File: config.mk
export PLATFORM = sky130hd
export DESIGN_NAME = pcl_dev_flat
export DESIGN_NICKNAME = d
export VERILOG_FILES = /design/src/rtl/pcl_pkg.sv /design/src/rtl/pcl_link_if.sv /design/src/rtl/pcl_dev.sv /design/src/flat_wrapper.sv
export SDC_FILE = /design/constraint.sdc
export NUM_CORES = 1
export LEC_CHECK = 0
export ABC_CLOCK_PERIOD_IN_PS = 12800
export BUFFER_PORTS_ARGS = -buffer_cell sky130_fd_sc_hd__clkbuf_2
export CAP_MARGIN = 10
export CORE_UTILIZATION = 60
export CTS_BUF_LIST = sky130_fd_sc_hd__clkbuf_8
export DETAILED_ROUTE_END_ITERATION = 16
export GPL_TIMING_DRIVEN = 0
export MAX_ROUTING_LAYER = met4
export PLACE_DENSITY = 0.85
export SLEW_MARGIN = 40
export SYNTH_ARGS = -nofsm -noshare
export SYNTH_HDL_FRONTEND = slang
export SYNTH_SLANG_ARGS = --single-unit
File: constraint.sdc
create_clock -name CLK_SYS_I -period 12.8 [get_ports CLK_SYS_I]
set_input_delay 0.64 -clock CLK_SYS_I [delete_from_list [all_inputs] [get_ports CLK_SYS_I]]
set_output_delay 0.64 -clock CLK_SYS_I [all_outputs]
set_load 0.02 [all_outputs]
File: src/rtl/pcl_pkg.sv
package pcl_pkg;
   // link and timing
   localparam int SAMPLE_W      = 12;
   localparam int CLK_PERIOD_NS = 100;
   localparam int QUAL_MS       = 500;
   localparam int QUAL_CYCLES   = (QUAL_MS * 1000000) / CLK_PERIOD_NS;
   localparam int PULSE_NS      = 500;
   localparam int PULSE_CYCLES  = (PULSE_NS + CLK_PERIOD_NS - 1)
                                  / CLK_PERIOD_NS;

   // analog mux channel numbers
   localparam logic [2:0] CH_MOTOR_LIMIT  = 3'h0;
   localparam logic [2:0] CH_THRESHOLD    = 3'h1;
   localparam logic [2:0] CH_MANIFOLD_RAW = 3'h2;
   localparam logic [2:0] CH_MANIFOLD_REF = 3'h3;
   localparam logic [2:0] CH_CUFF_FILT    = 3'h4;
   localparam logic [2:0] CH_CUFF_RAW     = 3'h5;
   localparam logic [2:0] CH_CUFF_REF     = 3'h6;
   localparam logic [2:0] CH_PUMP_CURRENT = 3'h7;

   // cuff channel offsets in converter counts
   localparam logic [SAMPLE_W-1:0] TEST_OFFSET = 12'h01f;
   localparam logic [SAMPLE_W-1:0] FILT_REF    = 12'h0a4;

   // addressable latch bit positions
   localparam int LB_INFLATE   = 0;
   localparam int LB_DEFLATE   = 1;
   localparam int LB_DUMP      = 2;
   localparam int LB_PUMP      = 3;
   localparam int LB_WDOG      = 4;
   localparam int LB_OVP_MODE  = 5;
   localparam int LB_FLT_CLAMP = 6;
   localparam int LB_NEONATAL  = 7;
   localparam logic [7:0]  LATCH_RESET = 8'h40;
   localparam logic [7:0]  LATCH_RST_MASK = 8'hcf;
   localparam logic [23:0] LATCH_MAP   = 24'hfa_c688;

   // threshold trim
   localparam int         POT_STEPS   = 100;
   localparam logic [6:0] POT_DEFAULT = 7'h32;
   localparam int         TRIM_BASE   = 450;
   localparam int         TRIM_DIV    = 500;
   localparam logic [8:0] ADULT_MMHG  = 9'h12c;
   localparam logic [8:0] NEO_MMHG    = 9'h096;

   // controller registers, byte addresses
   localparam logic [3:0] REG_CTRL   = 4'h0;
   localparam logic [3:0] REG_CMD    = 4'h4;
   localparam logic [3:0] REG_STATUS = 4'h8;
   localparam logic [3:0] REG_SAMPLE = 4'hc;
   localparam int CTRL_SYSRST = 6;
   localparam logic [6:0] CTRL_RESET = 7'h78;
   localparam logic [1:0] RESP_OKAY   = 2'h0;
   localparam logic [1:0] RESP_SLVERR = 2'h2;

   typedef enum logic [2:0] {
      OP_NONE, OP_LATCH, OP_STEP, OP_STORE, OP_PNEU_RST
   } pcl_op_t;

   typedef enum logic [1:0] {HS_IDLE, HS_P1, HS_P2, HS_P3} pcl_hst_t;
endpackage : pcl_pkg

File: src/rtl/pcl_link_if.sv
`timescale 1ns/1ps
interface pcl_link_if #(parameter int SW = pcl_pkg::SAMPLE_W);
   logic [2:0]    mux_select;
   logic [SW-1:0] buffered_analog_out;
   logic          filter_test_pulse_n;
   logic          cuff_input_clamp_n;
   logic          pot_sel_n;
   logic          pot_up_dn;
   logic          pot_inc_n;
   logic [2:0]    latch_addr;
   logic          latch_data;
   logic          pneu_enable_n;
   logic          pneu_reset;
   logic          sys_reset_n;
   logic          failsafe_n;
   logic          overpressure_flag_n;
   logic          overcurrent_flag_n;

   modport dev (
      input  mux_select, filter_test_pulse_n, cuff_input_clamp_n,
             pot_sel_n, pot_up_dn, pot_inc_n, latch_addr, latch_data,
             pneu_enable_n, pneu_reset, sys_reset_n, failsafe_n,
      output buffered_analog_out, overpressure_flag_n, overcurrent_flag_n
   );
   modport host (
      output mux_select, filter_test_pulse_n, cuff_input_clamp_n,
             pot_sel_n, pot_up_dn, pot_inc_n, latch_addr, latch_data,
             pneu_enable_n, pneu_reset, sys_reset_n, failsafe_n,
      input  buffered_analog_out, overpressure_flag_n, overcurrent_flag_n
   );
endinterface : pcl_link_if

File: src/rtl/pcl_dev.sv
// The register offsets and the AXI4-Lite interface to the registers were chosen for this implementation.
`timescale 1ns/1ps
// Overview of operation
// - three select bits route one of eight inputs
// - fixed channel map, threshold on channel one
// - host keeps test line high except pulses
// - cuff clamp zeroes raw cuff channel before test offset
// - filter clamp pins filtered output to reference
// - hundred step pot, select direction increment
// - trim inhibited without interlock jumper
// - wiper stored, restored at reset, power on loads default
// - address, data and enable strobe write latch
// - deflate one opens, inflate one closes
// - dump one closes, pump one runs
// - watchdog, overpressure mode, clamp bit meaning
// - neonatal bit halves trip point
// - system reset forces safe latch values
// - valves and pump gated by safety inputs
// - mode, clamp, size bits never gated
// - flags high idle, low after event
// - overpressure latches after qualification time
// - pneumatic reset pulse clears flags only
// - overpressure or failsafe low forces release
module pcl_dev #(
   parameter int          QUAL_CYCLES = pcl_pkg::QUAL_CYCLES,
   parameter logic [23:0] LATCH_MAP   = pcl_pkg::LATCH_MAP
) (
   // clock and reset
   input  wire logic                         CLK_SYS_I,
   input  wire logic                         RST_N_I,
   input  wire logic                         PWR_ON_I,
   // link to the module processor
   pcl_link_if.dev                           link,
   // analog channels as converter words
   input  wire logic [pcl_pkg::SAMPLE_W-1:0] AIN_MOTOR_LIMIT_I,
   input  wire logic [pcl_pkg::SAMPLE_W-1:0] AIN_MANIFOLD_RAW_I,
   input  wire logic [pcl_pkg::SAMPLE_W-1:0] AIN_MANIFOLD_REF_I,
   input  wire logic [pcl_pkg::SAMPLE_W-1:0] AIN_CUFF_FILT_I,
   input  wire logic [pcl_pkg::SAMPLE_W-1:0] AIN_CUFF_RAW_I,
   input  wire logic [pcl_pkg::SAMPLE_W-1:0] AIN_CUFF_REF_I,
   input  wire logic [pcl_pkg::SAMPLE_W-1:0] AIN_PUMP_CUR_I,
   // board pins, asynchronous
   input  wire logic                         OVP_RAW_I,
   input  wire logic                         OVC_RAW_I,
   input  wire logic                         JUMPER_I,
   // valve and pump drives
   output logic                              INFLATE_CLOSED_O,
   output logic                              DEFLATE_OPEN_O,
   output logic                              DUMP_CLOSED_O,
   output logic                              PUMP_ON_O,
   // mode outputs
   output logic                              WDOG_KICK_O,
   output logic                              OVP_MODE_O,
   output logic                              FLT_CLAMP_O,
   output logic                              NEONATAL_O,
   // threshold trim state
   output logic [6:0]                        WIPER_O,
   output logic [8:0]                        TRIP_MMHG_O
);
   localparam int SW = pcl_pkg::SAMPLE_W;
   localparam int QW = $clog2(QUAL_CYCLES + 1);
   localparam logic [QW-1:0] QMAX = QW'(QUAL_CYCLES);

   generate
      if (QUAL_CYCLES < 1) begin : g_bad_qual
         $error("QUAL_CYCLES must be at least one");
      end
   endgenerate

   logic [2:0]    s1_r, s2_r;
   logic [QW-1:0] qual_r, qual_nxt;
   logic          ovp_n_r, ovp_n_nxt, ovc_n_r, ovc_n_nxt;
   logic          prst_q_r, en_q_r, inc_q_r, sel_q_r;
   logic [7:0]    lat_r, lat_nxt, hit;
   logic [6:0]    wiper_r, wiper_nxt, nv_r, nv_nxt;
   logic [8:0]    trip_r, trip_nxt, base;
   logic [17:0]   prod;
   logic [SW-1:0] buf_r, buf_nxt, cuff;
   logic [SW-1:0] ain [8];
   logic [7:0]    out_r, out_nxt;
   logic          flt_ovp_n, prst_rise, en_rise, sel, step, store, safe;

   // pin synchronisers; only s2_r is read by logic
   always_ff @(posedge CLK_SYS_I) begin
      if (!RST_N_I) begin
         s1_r <= 3'h0;
         s2_r <= 3'h0;
      end else begin
         s1_r <= {JUMPER_I, OVC_RAW_I, OVP_RAW_I};
         s2_r <= s1_r;
      end
   end

   // overpressure qualification and event flags
   always_comb begin
      flt_ovp_n = (qual_r != QMAX);
      prst_rise = link.pneu_reset & ~prst_q_r;
      qual_nxt  = '0;
      if (s2_r[0]) begin
         qual_nxt = flt_ovp_n ? qual_r + 1'b1 : qual_r;
      end
      ovp_n_nxt = ovp_n_r;
      ovc_n_nxt = ovc_n_r;
      if (prst_rise) begin
         ovp_n_nxt = 1'b1;
         ovc_n_nxt = 1'b1;
      end
      // a new event beats a clear in the same cycle
      if (!flt_ovp_n) begin
         ovp_n_nxt = 1'b0;
      end
      if (s2_r[1]) begin
         ovc_n_nxt = 1'b0;
      end
   end

   always_ff @(posedge CLK_SYS_I) begin
      if (!RST_N_I) begin
         qual_r   <= '0;
         ovp_n_r  <= 1'b1;
         ovc_n_r  <= 1'b1;
         prst_q_r <= 1'b0;
      end else begin
         qual_r   <= qual_nxt;
         ovp_n_r  <= ovp_n_nxt;
         ovc_n_r  <= ovc_n_nxt;
         prst_q_r <= link.pneu_reset;
      end
   end

   // address decode per latch bit, duplicates allowed in the map
   genvar gi;
   generate
      for (gi = 0; gi < 8; gi++) begin : g_hit
         assign hit[gi] = (link.latch_addr == LATCH_MAP[3*gi +: 3]);
      end
   endgenerate

   // addressable latch; pneumatic reset does not touch it
   always_comb begin
      en_rise = link.pneu_enable_n & ~en_q_r;
      lat_nxt = lat_r;
      if (en_rise) begin
         for (int i = 0; i < 8; i++) begin
            if (hit[i]) begin
               lat_nxt[i] = link.latch_data;
            end
         end
      end
      if (!link.sys_reset_n) begin
         lat_nxt = (lat_nxt & ~pcl_pkg::LATCH_RST_MASK)
                   | (pcl_pkg::LATCH_RESET & pcl_pkg::LATCH_RST_MASK);
      end
   end

   always_ff @(posedge CLK_SYS_I) begin
      if (!RST_N_I) begin
         lat_r  <= pcl_pkg::LATCH_RESET;
         en_q_r <= 1'b1;
      end else begin
         lat_r  <= lat_nxt;
         en_q_r <= link.pneu_enable_n;
      end
   end

   // trim pot: steps on increment fall, stores on deselect
   always_comb begin
      sel       = ~link.pot_sel_n & s2_r[2];
      step      = sel & inc_q_r & ~link.pot_inc_n;
      store     = sel_q_r & ~sel & link.pot_inc_n;
      wiper_nxt = wiper_r;
      nv_nxt    = nv_r;
      if (step) begin
         if (link.pot_up_dn && wiper_r < 7'(pcl_pkg::POT_STEPS - 1)) begin
            wiper_nxt = wiper_r + 1'b1;
         end else if (!link.pot_up_dn && wiper_r != 7'h00) begin
            wiper_nxt = wiper_r - 1'b1;
         end
      end
      if (store) begin
         nv_nxt = wiper_r;
      end
      if (PWR_ON_I) begin
         nv_nxt = pcl_pkg::POT_DEFAULT;
      end
   end

   // nv_r survives RST_N_I, standing in for the nonvolatile cell
   always_ff @(posedge CLK_SYS_I) begin
      nv_r <= nv_nxt;
      if (!RST_N_I) begin
         wiper_r <= nv_r;
         inc_q_r <= 1'b1;
         sel_q_r <= 1'b0;
      end else begin
         wiper_r <= wiper_nxt;
         inc_q_r <= link.pot_inc_n;
         sel_q_r <= sel;
      end
   end

   // trip point, analog mux and gated drives
   always_comb begin
      base = lat_r[pcl_pkg::LB_NEONATAL] ? pcl_pkg::NEO_MMHG
                                         : pcl_pkg::ADULT_MMHG;
      prod = 18'(base) * (18'(pcl_pkg::TRIM_BASE) + 18'(wiper_r));
      trip_nxt = 9'(prod / 18'(pcl_pkg::TRIM_DIV));
      cuff = link.cuff_input_clamp_n ? AIN_CUFF_RAW_I : '0;
      if (!link.filter_test_pulse_n) begin
         cuff = cuff + pcl_pkg::TEST_OFFSET;
      end
      ain[pcl_pkg::CH_MOTOR_LIMIT]  = AIN_MOTOR_LIMIT_I;
      ain[pcl_pkg::CH_THRESHOLD]    = SW'(trip_r);
      ain[pcl_pkg::CH_MANIFOLD_RAW] = AIN_MANIFOLD_RAW_I;
      ain[pcl_pkg::CH_MANIFOLD_REF] = AIN_MANIFOLD_REF_I;
      ain[pcl_pkg::CH_CUFF_FILT]    = lat_r[pcl_pkg::LB_FLT_CLAMP]
                                      ? pcl_pkg::FILT_REF
                                      : AIN_CUFF_FILT_I;
      ain[pcl_pkg::CH_CUFF_RAW]     = cuff;
      ain[pcl_pkg::CH_CUFF_REF]     = AIN_CUFF_REF_I;
      ain[pcl_pkg::CH_PUMP_CURRENT] = AIN_PUMP_CUR_I;
      buf_nxt = ain[link.mux_select];
      safe = ~ovp_n_r | ~flt_ovp_n | ~link.failsafe_n;
      out_nxt = lat_r;
      if (safe) begin
         out_nxt[pcl_pkg::LB_INFLATE] = 1'b0;
         out_nxt[pcl_pkg::LB_DEFLATE] = 1'b1;
         out_nxt[pcl_pkg::LB_DUMP]    = 1'b0;
         out_nxt[pcl_pkg::LB_PUMP]    = 1'b0;
      end
      // mode, clamp and size bits pass ungated
      out_nxt[pcl_pkg::LB_OVP_MODE] = lat_r[pcl_pkg::LB_OVP_MODE];
   end

   always_ff @(posedge CLK_SYS_I) begin
      if (!RST_N_I) begin
         trip_r <= pcl_pkg::ADULT_MMHG;
         buf_r  <= '0;
         out_r  <= pcl_pkg::LATCH_RESET;
      end else begin
         trip_r <= trip_nxt;
         buf_r  <= buf_nxt;
         out_r  <= out_nxt;
      end
   end

   assign link.buffered_analog_out = buf_r;
   assign link.overpressure_flag_n = ovp_n_r;
   assign link.overcurrent_flag_n  = ovc_n_r;
   assign INFLATE_CLOSED_O = out_r[pcl_pkg::LB_INFLATE];
   assign DEFLATE_OPEN_O   = out_r[pcl_pkg::LB_DEFLATE];
   assign DUMP_CLOSED_O    = out_r[pcl_pkg::LB_DUMP];
   assign PUMP_ON_O        = out_r[pcl_pkg::LB_PUMP];
   assign WDOG_KICK_O      = out_r[pcl_pkg::LB_WDOG];
   assign OVP_MODE_O       = out_r[pcl_pkg::LB_OVP_MODE];
   assign FLT_CLAMP_O      = out_r[pcl_pkg::LB_FLT_CLAMP];
   assign NEONATAL_O       = out_r[pcl_pkg::LB_NEONATAL];
   assign WIPER_O          = wiper_r;
   assign TRIP_MMHG_O      = trip_r;
endmodule : pcl_dev

File: src/flat_wrapper.sv
// flat-port wrapper written by rule: the top's interface ports become plain ports
module pcl_dev_flat 
#(
   parameter int          QUAL_CYCLES = pcl_pkg::QUAL_CYCLES,
   parameter logic [23:0] LATCH_MAP   = pcl_pkg::LATCH_MAP
)
  (CLK_SYS_I, RST_N_I, PWR_ON_I, AIN_MOTOR_LIMIT_I, AIN_MANIFOLD_RAW_I, AIN_MANIFOLD_REF_I, AIN_CUFF_FILT_I, AIN_CUFF_RAW_I, AIN_CUFF_REF_I, AIN_PUMP_CUR_I, OVP_RAW_I, OVC_RAW_I, JUMPER_I, INFLATE_CLOSED_O, DEFLATE_OPEN_O, DUMP_CLOSED_O, PUMP_ON_O, WDOG_KICK_O, OVP_MODE_O, FLT_CLAMP_O, NEONATAL_O, WIPER_O, TRIP_MMHG_O, link_mux_select, link_filter_test_pulse_n, link_cuff_input_clamp_n, link_pot_sel_n, link_pot_up_dn, link_pot_inc_n, link_latch_addr, link_latch_data, link_pneu_enable_n, link_pneu_reset, link_sys_reset_n, link_failsafe_n, link_buffered_analog_out, link_overpressure_flag_n, link_overcurrent_flag_n);
  pcl_link_if link_i ();
  input  wire logic CLK_SYS_I;
  input  wire logic RST_N_I;
  input  wire logic PWR_ON_I;
  input  wire logic [pcl_pkg::SAMPLE_W-1:0] AIN_MOTOR_LIMIT_I;
  input  wire logic [pcl_pkg::SAMPLE_W-1:0] AIN_MANIFOLD_RAW_I;
  input  wire logic [pcl_pkg::SAMPLE_W-1:0] AIN_MANIFOLD_REF_I;
  input  wire logic [pcl_pkg::SAMPLE_W-1:0] AIN_CUFF_FILT_I;
  input  wire logic [pcl_pkg::SAMPLE_W-1:0] AIN_CUFF_RAW_I;
  input  wire logic [pcl_pkg::SAMPLE_W-1:0] AIN_CUFF_REF_I;
  input  wire logic [pcl_pkg::SAMPLE_W-1:0] AIN_PUMP_CUR_I;
  input  wire logic OVP_RAW_I;
  input  wire logic OVC_RAW_I;
  input  wire logic JUMPER_I;
  output logic INFLATE_CLOSED_O;
  output logic DEFLATE_OPEN_O;
  output logic DUMP_CLOSED_O;
  output logic PUMP_ON_O;
  output logic WDOG_KICK_O;
  output logic OVP_MODE_O;
  output logic FLT_CLAMP_O;
  output logic NEONATAL_O;
  output logic [6:0] WIPER_O;
  output logic [8:0] TRIP_MMHG_O;
  input wire logic [$bits(link_i.mux_select)-1:0] link_mux_select;
  input wire logic [$bits(link_i.filter_test_pulse_n)-1:0] link_filter_test_pulse_n;
  input wire logic [$bits(link_i.cuff_input_clamp_n)-1:0] link_cuff_input_clamp_n;
  input wire logic [$bits(link_i.pot_sel_n)-1:0] link_pot_sel_n;
  input wire logic [$bits(link_i.pot_up_dn)-1:0] link_pot_up_dn;
  input wire logic [$bits(link_i.pot_inc_n)-1:0] link_pot_inc_n;
  input wire logic [$bits(link_i.latch_addr)-1:0] link_latch_addr;
  input wire logic [$bits(link_i.latch_data)-1:0] link_latch_data;
  input wire logic [$bits(link_i.pneu_enable_n)-1:0] link_pneu_enable_n;
  input wire logic [$bits(link_i.pneu_reset)-1:0] link_pneu_reset;
  input wire logic [$bits(link_i.sys_reset_n)-1:0] link_sys_reset_n;
  input wire logic [$bits(link_i.failsafe_n)-1:0] link_failsafe_n;
  output wire logic [$bits(link_i.buffered_analog_out)-1:0] link_buffered_analog_out;
  output wire logic [$bits(link_i.overpressure_flag_n)-1:0] link_overpressure_flag_n;
  output wire logic [$bits(link_i.overcurrent_flag_n)-1:0] link_overcurrent_flag_n;
  assign link_i.mux_select = link_mux_select;
  assign link_i.filter_test_pulse_n = link_filter_test_pulse_n;
  assign link_i.cuff_input_clamp_n = link_cuff_input_clamp_n;
  assign link_i.pot_sel_n = link_pot_sel_n;
  assign link_i.pot_up_dn = link_pot_up_dn;
  assign link_i.pot_inc_n = link_pot_inc_n;
  assign link_i.latch_addr = link_latch_addr;
  assign link_i.latch_data = link_latch_data;
  assign link_i.pneu_enable_n = link_pneu_enable_n;
  assign link_i.pneu_reset = link_pneu_reset;
  assign link_i.sys_reset_n = link_sys_reset_n;
  assign link_i.failsafe_n = link_failsafe_n;
  assign link_buffered_analog_out = link_i.buffered_analog_out;
  assign link_overpressure_flag_n = link_i.overpressure_flag_n;
  assign link_overcurrent_flag_n = link_i.overcurrent_flag_n;
  pcl_dev #(.QUAL_CYCLES(QUAL_CYCLES), .LATCH_MAP(LATCH_MAP)) u_core (.CLK_SYS_I(CLK_SYS_I), .RST_N_I(RST_N_I), .PWR_ON_I(PWR_ON_I), .link(link_i), .AIN_MOTOR_LIMIT_I(AIN_MOTOR_LIMIT_I), .AIN_MANIFOLD_RAW_I(AIN_MANIFOLD_RAW_I), .AIN_MANIFOLD_REF_I(AIN_MANIFOLD_REF_I), .AIN_CUFF_FILT_I(AIN_CUFF_FILT_I), .AIN_CUFF_RAW_I(AIN_CUFF_RAW_I), .AIN_CUFF_REF_I(AIN_CUFF_REF_I), .AIN_PUMP_CUR_I(AIN_PUMP_CUR_I), .OVP_RAW_I(OVP_RAW_I), .OVC_RAW_I(OVC_RAW_I), .JUMPER_I(JUMPER_I), .INFLATE_CLOSED_O(INFLATE_CLOSED_O), .DEFLATE_OPEN_O(DEFLATE_OPEN_O), .DUMP_CLOSED_O(DUMP_CLOSED_O), .PUMP_ON_O(PUMP_ON_O), .WDOG_KICK_O(WDOG_KICK_O), .OVP_MODE_O(OVP_MODE_O), .FLT_CLAMP_O(FLT_CLAMP_O), .NEONATAL_O(NEONATAL_O), .WIPER_O(WIPER_O), .TRIP_MMHG_O(TRIP_MMHG_O));
endmodule
* Yosys cells after proc, flatten, opt, wreduce, memory -nomap -nowiden
Cells that the tools add are included.
Cells by class: $add $sub $neg 5, multipliers 1, div/mod/pow operators 1, magnitude comparators 2, equality and inequality tests 11, muxes and demuxes 22, bitwise operators 19, reduce and logical (&&, ||, !) cells 16
Operators by type and width (number):
- 12-bit two-way mux | 5
- 12-bit binary-select mux with 3-bit select | 1
- 7-bit two-way mux | 4
- 23-bit by 1-bit adder with 23-bit output, second input constant | 1
- 23-bit != test, second input constant | 1
- 18-bit by 9-bit divider with 18-bit output, second input constant | 1
- 9-bit by 18-bit multiplier with 18-bit output | 1
- 2-bit AND reduction | 9
- 12-bit by 5-bit adder with 12-bit output, second input constant | 1
- 3-bit == test, second input constant | 4
- 9-bit by 7-bit adder with 10-bit output, first input constant | 1
- 1-bit two-way mux | 9
- 9-bit two-way mux | 1
- 1-bit NOT | 9
- 7-bit by 1-bit adder with 7-bit output, second input constant | 1
- 1-bit bitwise AND | 7
- 7-bit less-than comparator, second input constant | 1
- 7-bit nonzero test | 1
- 7-bit by 1-bit subtractor with 7-bit output, second input constant | 1
- 3-bit by 2-bit == test with 1-bit output, second input constant | 2
- 6-bit two-way mux | 1
- 4-bit greater-or-equal comparator, second input constant | 1
- 3-bit NOT with 4-bit output | 1
- 3-bit by 1-bit == test with 1-bit output, second input constant | 1
- 10 further kinds | 12
Storage, ports and cells: bits in registers 86, output and inout port bits 38, word-level logic and storage cells 99

* Logic depth before layout (Yosys ltp)
depth in word-level cells 6, mapped depth 45, depth with buffers taken out 39

* Worst setup path before layout
Ideal clock, no wire load.
path type reg-to-reg, start point reg u_core.wiper_r[1], in the netlist u_core.WIPER_O[1], end point reg u_core.trip_r[0], in the netlist u_core.TRIP_MMHG_O[0], arrival time 9911 ps, data required time 12731 ps, path slack 2821 ps, stages on the path, launching flop included 41, period minus slack after synthesis 9979 ps, cell sequence edfxtp_1 -> ha_1 -> nand3_1 -> xnor2_1 -> and2_1 -> or2_2 -> ha_1 -> inv_1 -> fa_1 -> inv_1 -> fa_1 -> inv_1 -> fa_1 -> inv_1 -> ha_1 -> o211ai_1 -> o21a_1 -> o211a_1 -> (+5 left out) -> a21oi_1 -> o21a_1 -> o21ai_0 -> a211oi_2 -> nor4_4 -> nor2_2 -> maj3_2 -> mux2i_2 -> nand4_4 -> nor4_4 -> mux2_4 -> or2_1 -> o211ai_2 -> nor2_1 -> a2111oi_4 -> a211oi_1 -> o221a_1 -> o21ai_1
On the way: cells in the longest elaborated chain, start to end 3
RTL lines:
- from (decl) | line pcl_dev.sv:75 | logic [6:0] wiper_r, wiper_nxt, nv_r, nv_nxt;
- from (signal assigned) | line pcl_dev.sv:192 | wiper_r <= nv_r;
- from (signal assigned) | line pcl_dev.sv:196 | wiper_r <= wiper_nxt;
- 9-bit by 7-bit adder with 10-bit output | line pcl_dev.sv:206 | prod = 18'(base) * (18'(pcl_pkg::TRIM_BASE) + 18'(wiper_r));
- 9-bit by 18-bit multiplier with 18-bit output | line pcl_dev.sv:206
- 18-bit by 9-bit divider with 18-bit output | line pcl_dev.sv:207 | trip_nxt = 9'(prod / 18'(pcl_pkg::TRIM_DIV));
- to (signal assigned) | line pcl_dev.sv:237 | trip_r <= pcl_pkg::ADULT_MMHG;
- to (signal assigned) | line pcl_dev.sv:241 | trip_r <= trip_nxt;
- to (decl) | line pcl_dev.sv:76 | logic [8:0] trip_r, trip_nxt, base;
No other way between the ends. A chain may end at the register's enable or synchronous reset.

* Worst setup path after layout
Same ends and word-level chain as after synthesis.

==> summary.md <==
| Metric | Value |
|---|---|
| Worst-path fanout max | 11 |
| CTS Sinks | 86 |
| Full die area | 0.0161 mm^2 |
| IO buf count | 138 |
| # hold bufs at CTS | 0 |
| Initial Util | 61.4% |
| Outcome | completed |
| Drt drc | 0 |
| Worst-case clock buffer depth | 2 |
| Yosys cell types | 111 |
| Post-synthesis area per instance | 7.98 um^2 |
| Largest net degree at the start of global routing | 17 |
| Placeable core area | 0.0152 mm^2 |
| Flop-to-flop setup slack | 1250 ps |
| Synth Register Bits | 86 |
| Most frequent CP cell | inv_1 |
| Asr flop ratio synth | 0% |
| Global-route usage over all layers | 31.9% |
| Clk_skew | 12.9 ps |
| Total grt overflow | 0 |
| # rows | 45 |
| Insertion delay to the later sink of the worst-skew pair | 370 ps |
| Drt pass-1 iters | 5 |
| Worst Hold Depth | 1 |
| Nets@finish | 1510 |
| First-pass GRT wire length | 40700 um |
| Dpl cell area | 0.0103 mm^2 |
| Final Setup Violations | 0 |
| Clock Pin Slew Worst Setup and Hold Paths | 100 ps |
| Least-Margin Pin Slew | 862 ps |
| FILL cells | 1261 |
| CTS tree | built |
| Num CTS Buffers | 9 |
| Wire per inst | 16.3 um |
| Max incr delay on CP | 690 ps |
| Commonest cells post-synth | nor2_1 (128), inv_1 (90), dfxtp_1 (79), a21oi_1 (77), nand2_1 (74) |
| Number of global-route vias before repair | 8713 |
| Final instance area | 0.0105 mm^2 |
| CP startpoint | u_core.WIPER_O[1] |
| F_max | 86.6 MHz |
| Final period utilization | 90.2% |
| Placer Congestion | 0.971 |
| Fin util | 69.0% |
| Routed WL | 24700 um |
| Final number of hold-violating endpoints | 0 |
| Cell with the most instances after synthesis | nor2_1 |
| Syn Inst Count | 1170 |
| Via count | 9282 |
| Type of the worst min-delay path | reg -> reg |
| Worst R2R Start | u_core.WIPER_O[1] |
| CTS Root Cell | clkbuf_8 |
| Critical path type | reg -> reg |
| Iteration-0 DRC Markers | 640 |
| FF-to-FF End | u_core.TRIP_MMHG_O[0] |
| Slowest-stage cell, CP | o31ai_1 |
| Ports | 144 |
| # H-tree levels | 3 |
| Main synth FF type | dfxtp_1 |
| Req. time, crit path | 13090 ps |
| Leading area contributor after synthesis | dfxtp_1 |
| Area growth, synth to finish | 12.4% |
| DP Wirelength | 19700 um |
| Share of layout cells above drive strength 1 | 19.4% |
| Antenna violations before repair | 0 |
| Worst Setup End Kind | flop |
| Hold EP | u_core.link.overcurrent_flag_n |
| Synth Warn # | 0 |
| Worst setup SP type | flop |
| Chip height | 127 um |
| # diodes | 0 |
| R2R depth | 40 |
| Crit path time final | 11550 ps |
| Total negative slack | 0 ps |
| Post-synthesis sequential area ratio | 19.2% |
| Final Max Tran Viols | 0 |
| Worst hold slack | 428 ps |
| Max cap viols | 0 |
| Top cells by area, synth | dfxtp_1 (17%), ha_1 (7.5%), fa_1 (5.8%), nor2_1 (5.1%), a21oi_1 (4.1%) |
| Vias per cell | 6.13 |
| Mapped Area | 0.00934 mm^2 |
| RSZ-0062 raised after global routing | no |
| Postcts setup bufs | 0 |
| Slew headroom | 42.1% |
| EDFF count, synth | 7 |
| Chip width | 127 um |
| Synth top area share | 16.9% |
| Post-CTS resize count | 0 |
| Worst EP arrival | 11840 ps |
| HP Start | u_core.s2_r[1] |
| DRT antenna net count | 0 |
-- state kept, by name, summed over array words and instances (netlist names), 3 cells and up --
signal                           count
u_core.WIPER_O                       7
u_core.TRIP_MMHG_O                   9
u_core.s2_r                          3
u_core.qual_r                       23
u_core.lat_r                         8
u_core.link.buffered_analog_out     12
u_core.nv_r                          7
u_core.s1_r                          3
u_core.out_r                         8
-- metal layers --
| layer | GRT usage [%] | wire length [um] | share of wire (%) | vias to the layer above |
|---|---|---|---|---|
| li1 | - | - | - | 4541 |
| met1 | 39.2 | 10500 | 43 | 4343 |
| met2 | 54.3 | 12100 | 49 | 345 |
| met3 | 3.84 | 1500 | 6.0 | 53 |
| met4 | 10.6 | 586 | 2.4 | 0 |
| met5 | - | 0 | 0 | - |
-- worst max-delay path by stage --
stage | end | cells past startpoint
after global routing | u_core.TRIP_MMHG_O[0] | 40
after CTS | u_core.TRIP_MMHG_O[0] | 40
after detailed placement | u_core.TRIP_MMHG_O[0] | 40
after global placement | u_core.TRIP_MMHG_O[0] | 40
after floorplan | u_core.TRIP_MMHG_O[0] | 40
final | u_core.TRIP_MMHG_O[0] | 40
-- through the flow --
stage,setup WS [ps],instances
after global routing,600,1514
after floorplan,2820,1172
after detailed placement,1580,1498
final,1250,1514
after CTS,1450,1514
after global placement,1650,1498
-- cell usage in the layout, fill, tap and decap left out, types with 8 or more instances in the layout --
cell type,netlist,final
mux2_2,9,9
inv_1,90,90
or3_1,21,21
o21a_1,11,11
a31oi_1,11,11
clkbuf_8,0,10
mux2i_1,27,27
nor2_1,128,128
nand2b_1,11,11
ha_1,56,56
or2_1,8,8
a211o_1,10,10
nand2_1,74,74
clkbuf_1,45,45
xor2_1,24,23
xnor2_1,27,27
a21oi_1,77,77
and2_1,22,22
nor3_1,36,36
buf_2,10,10
clkbuf_2,0,138
nand4_1,11,11
a21o_1,11,11
o211a_1,8,8
fa_1,27,27
nand3_1,34,34
o211ai_1,15,15
a221oi_1,11,11
or2_2,10,10
and3_1,15,15
dfxtp_1,79,79
mux4_2,9,9
a211oi_1,17,17
o21ai_0,50,49
-- cells by family (layout without fill, tap and decap cells) --
group                    count (synthesis)  count (layout)  share of synthesized area, %
AND/OR/NAND/NOR                        425             425                          23.8
AO/OA/AOI/OAI                          316             316                          25.5
buffers and inverters                  157             311                          6.56
flip-flops                              86              86                          19.2
adder cells (fa/ha/maj)                 85              85                          13.5
XOR/XNOR                                51              51                          4.78
multiplexers                            48              48                          6.60
other                                    2               4                        0.0804
-- critical path, delay by kind of cell (launching register included) --
family | cells | cell delay (ps)
buffers and inverters | 6 | 560
AND/OR/NAND/NOR | 8 | 1420
multiplexers | 1 | 440
adder cells (fa/ha/maj) | 6 | 2470
flip-flops | 1 | 620
AO/OA/AOI/OAI | 17 | 5150
XOR/XNOR | 2 | 780
-- cell type report --
| cell class | count | area (um^2) | share of cell area [%] |
|---|---|---|---|
| buffer | 61 | 253 | 2.41 |
| clock buffer | 10 | 138 | 1.31 |
| clock inverter | 6 | 75.1 | 0.715 |
| inverter | 96 | 360 | 3.43 |
| multi-input combinational | 929 | 6950 | 66.2 |
| sequential | 86 | 1790 | 17.1 |
| tap | 188 | 235 | 2.24 |
| timing repair buffer | 138 | 691 | 6.58 |
Power is left out: the tool's default activity adds up to more than one toggle a clock period on the data nets, which glitch-free logic cannot reach.
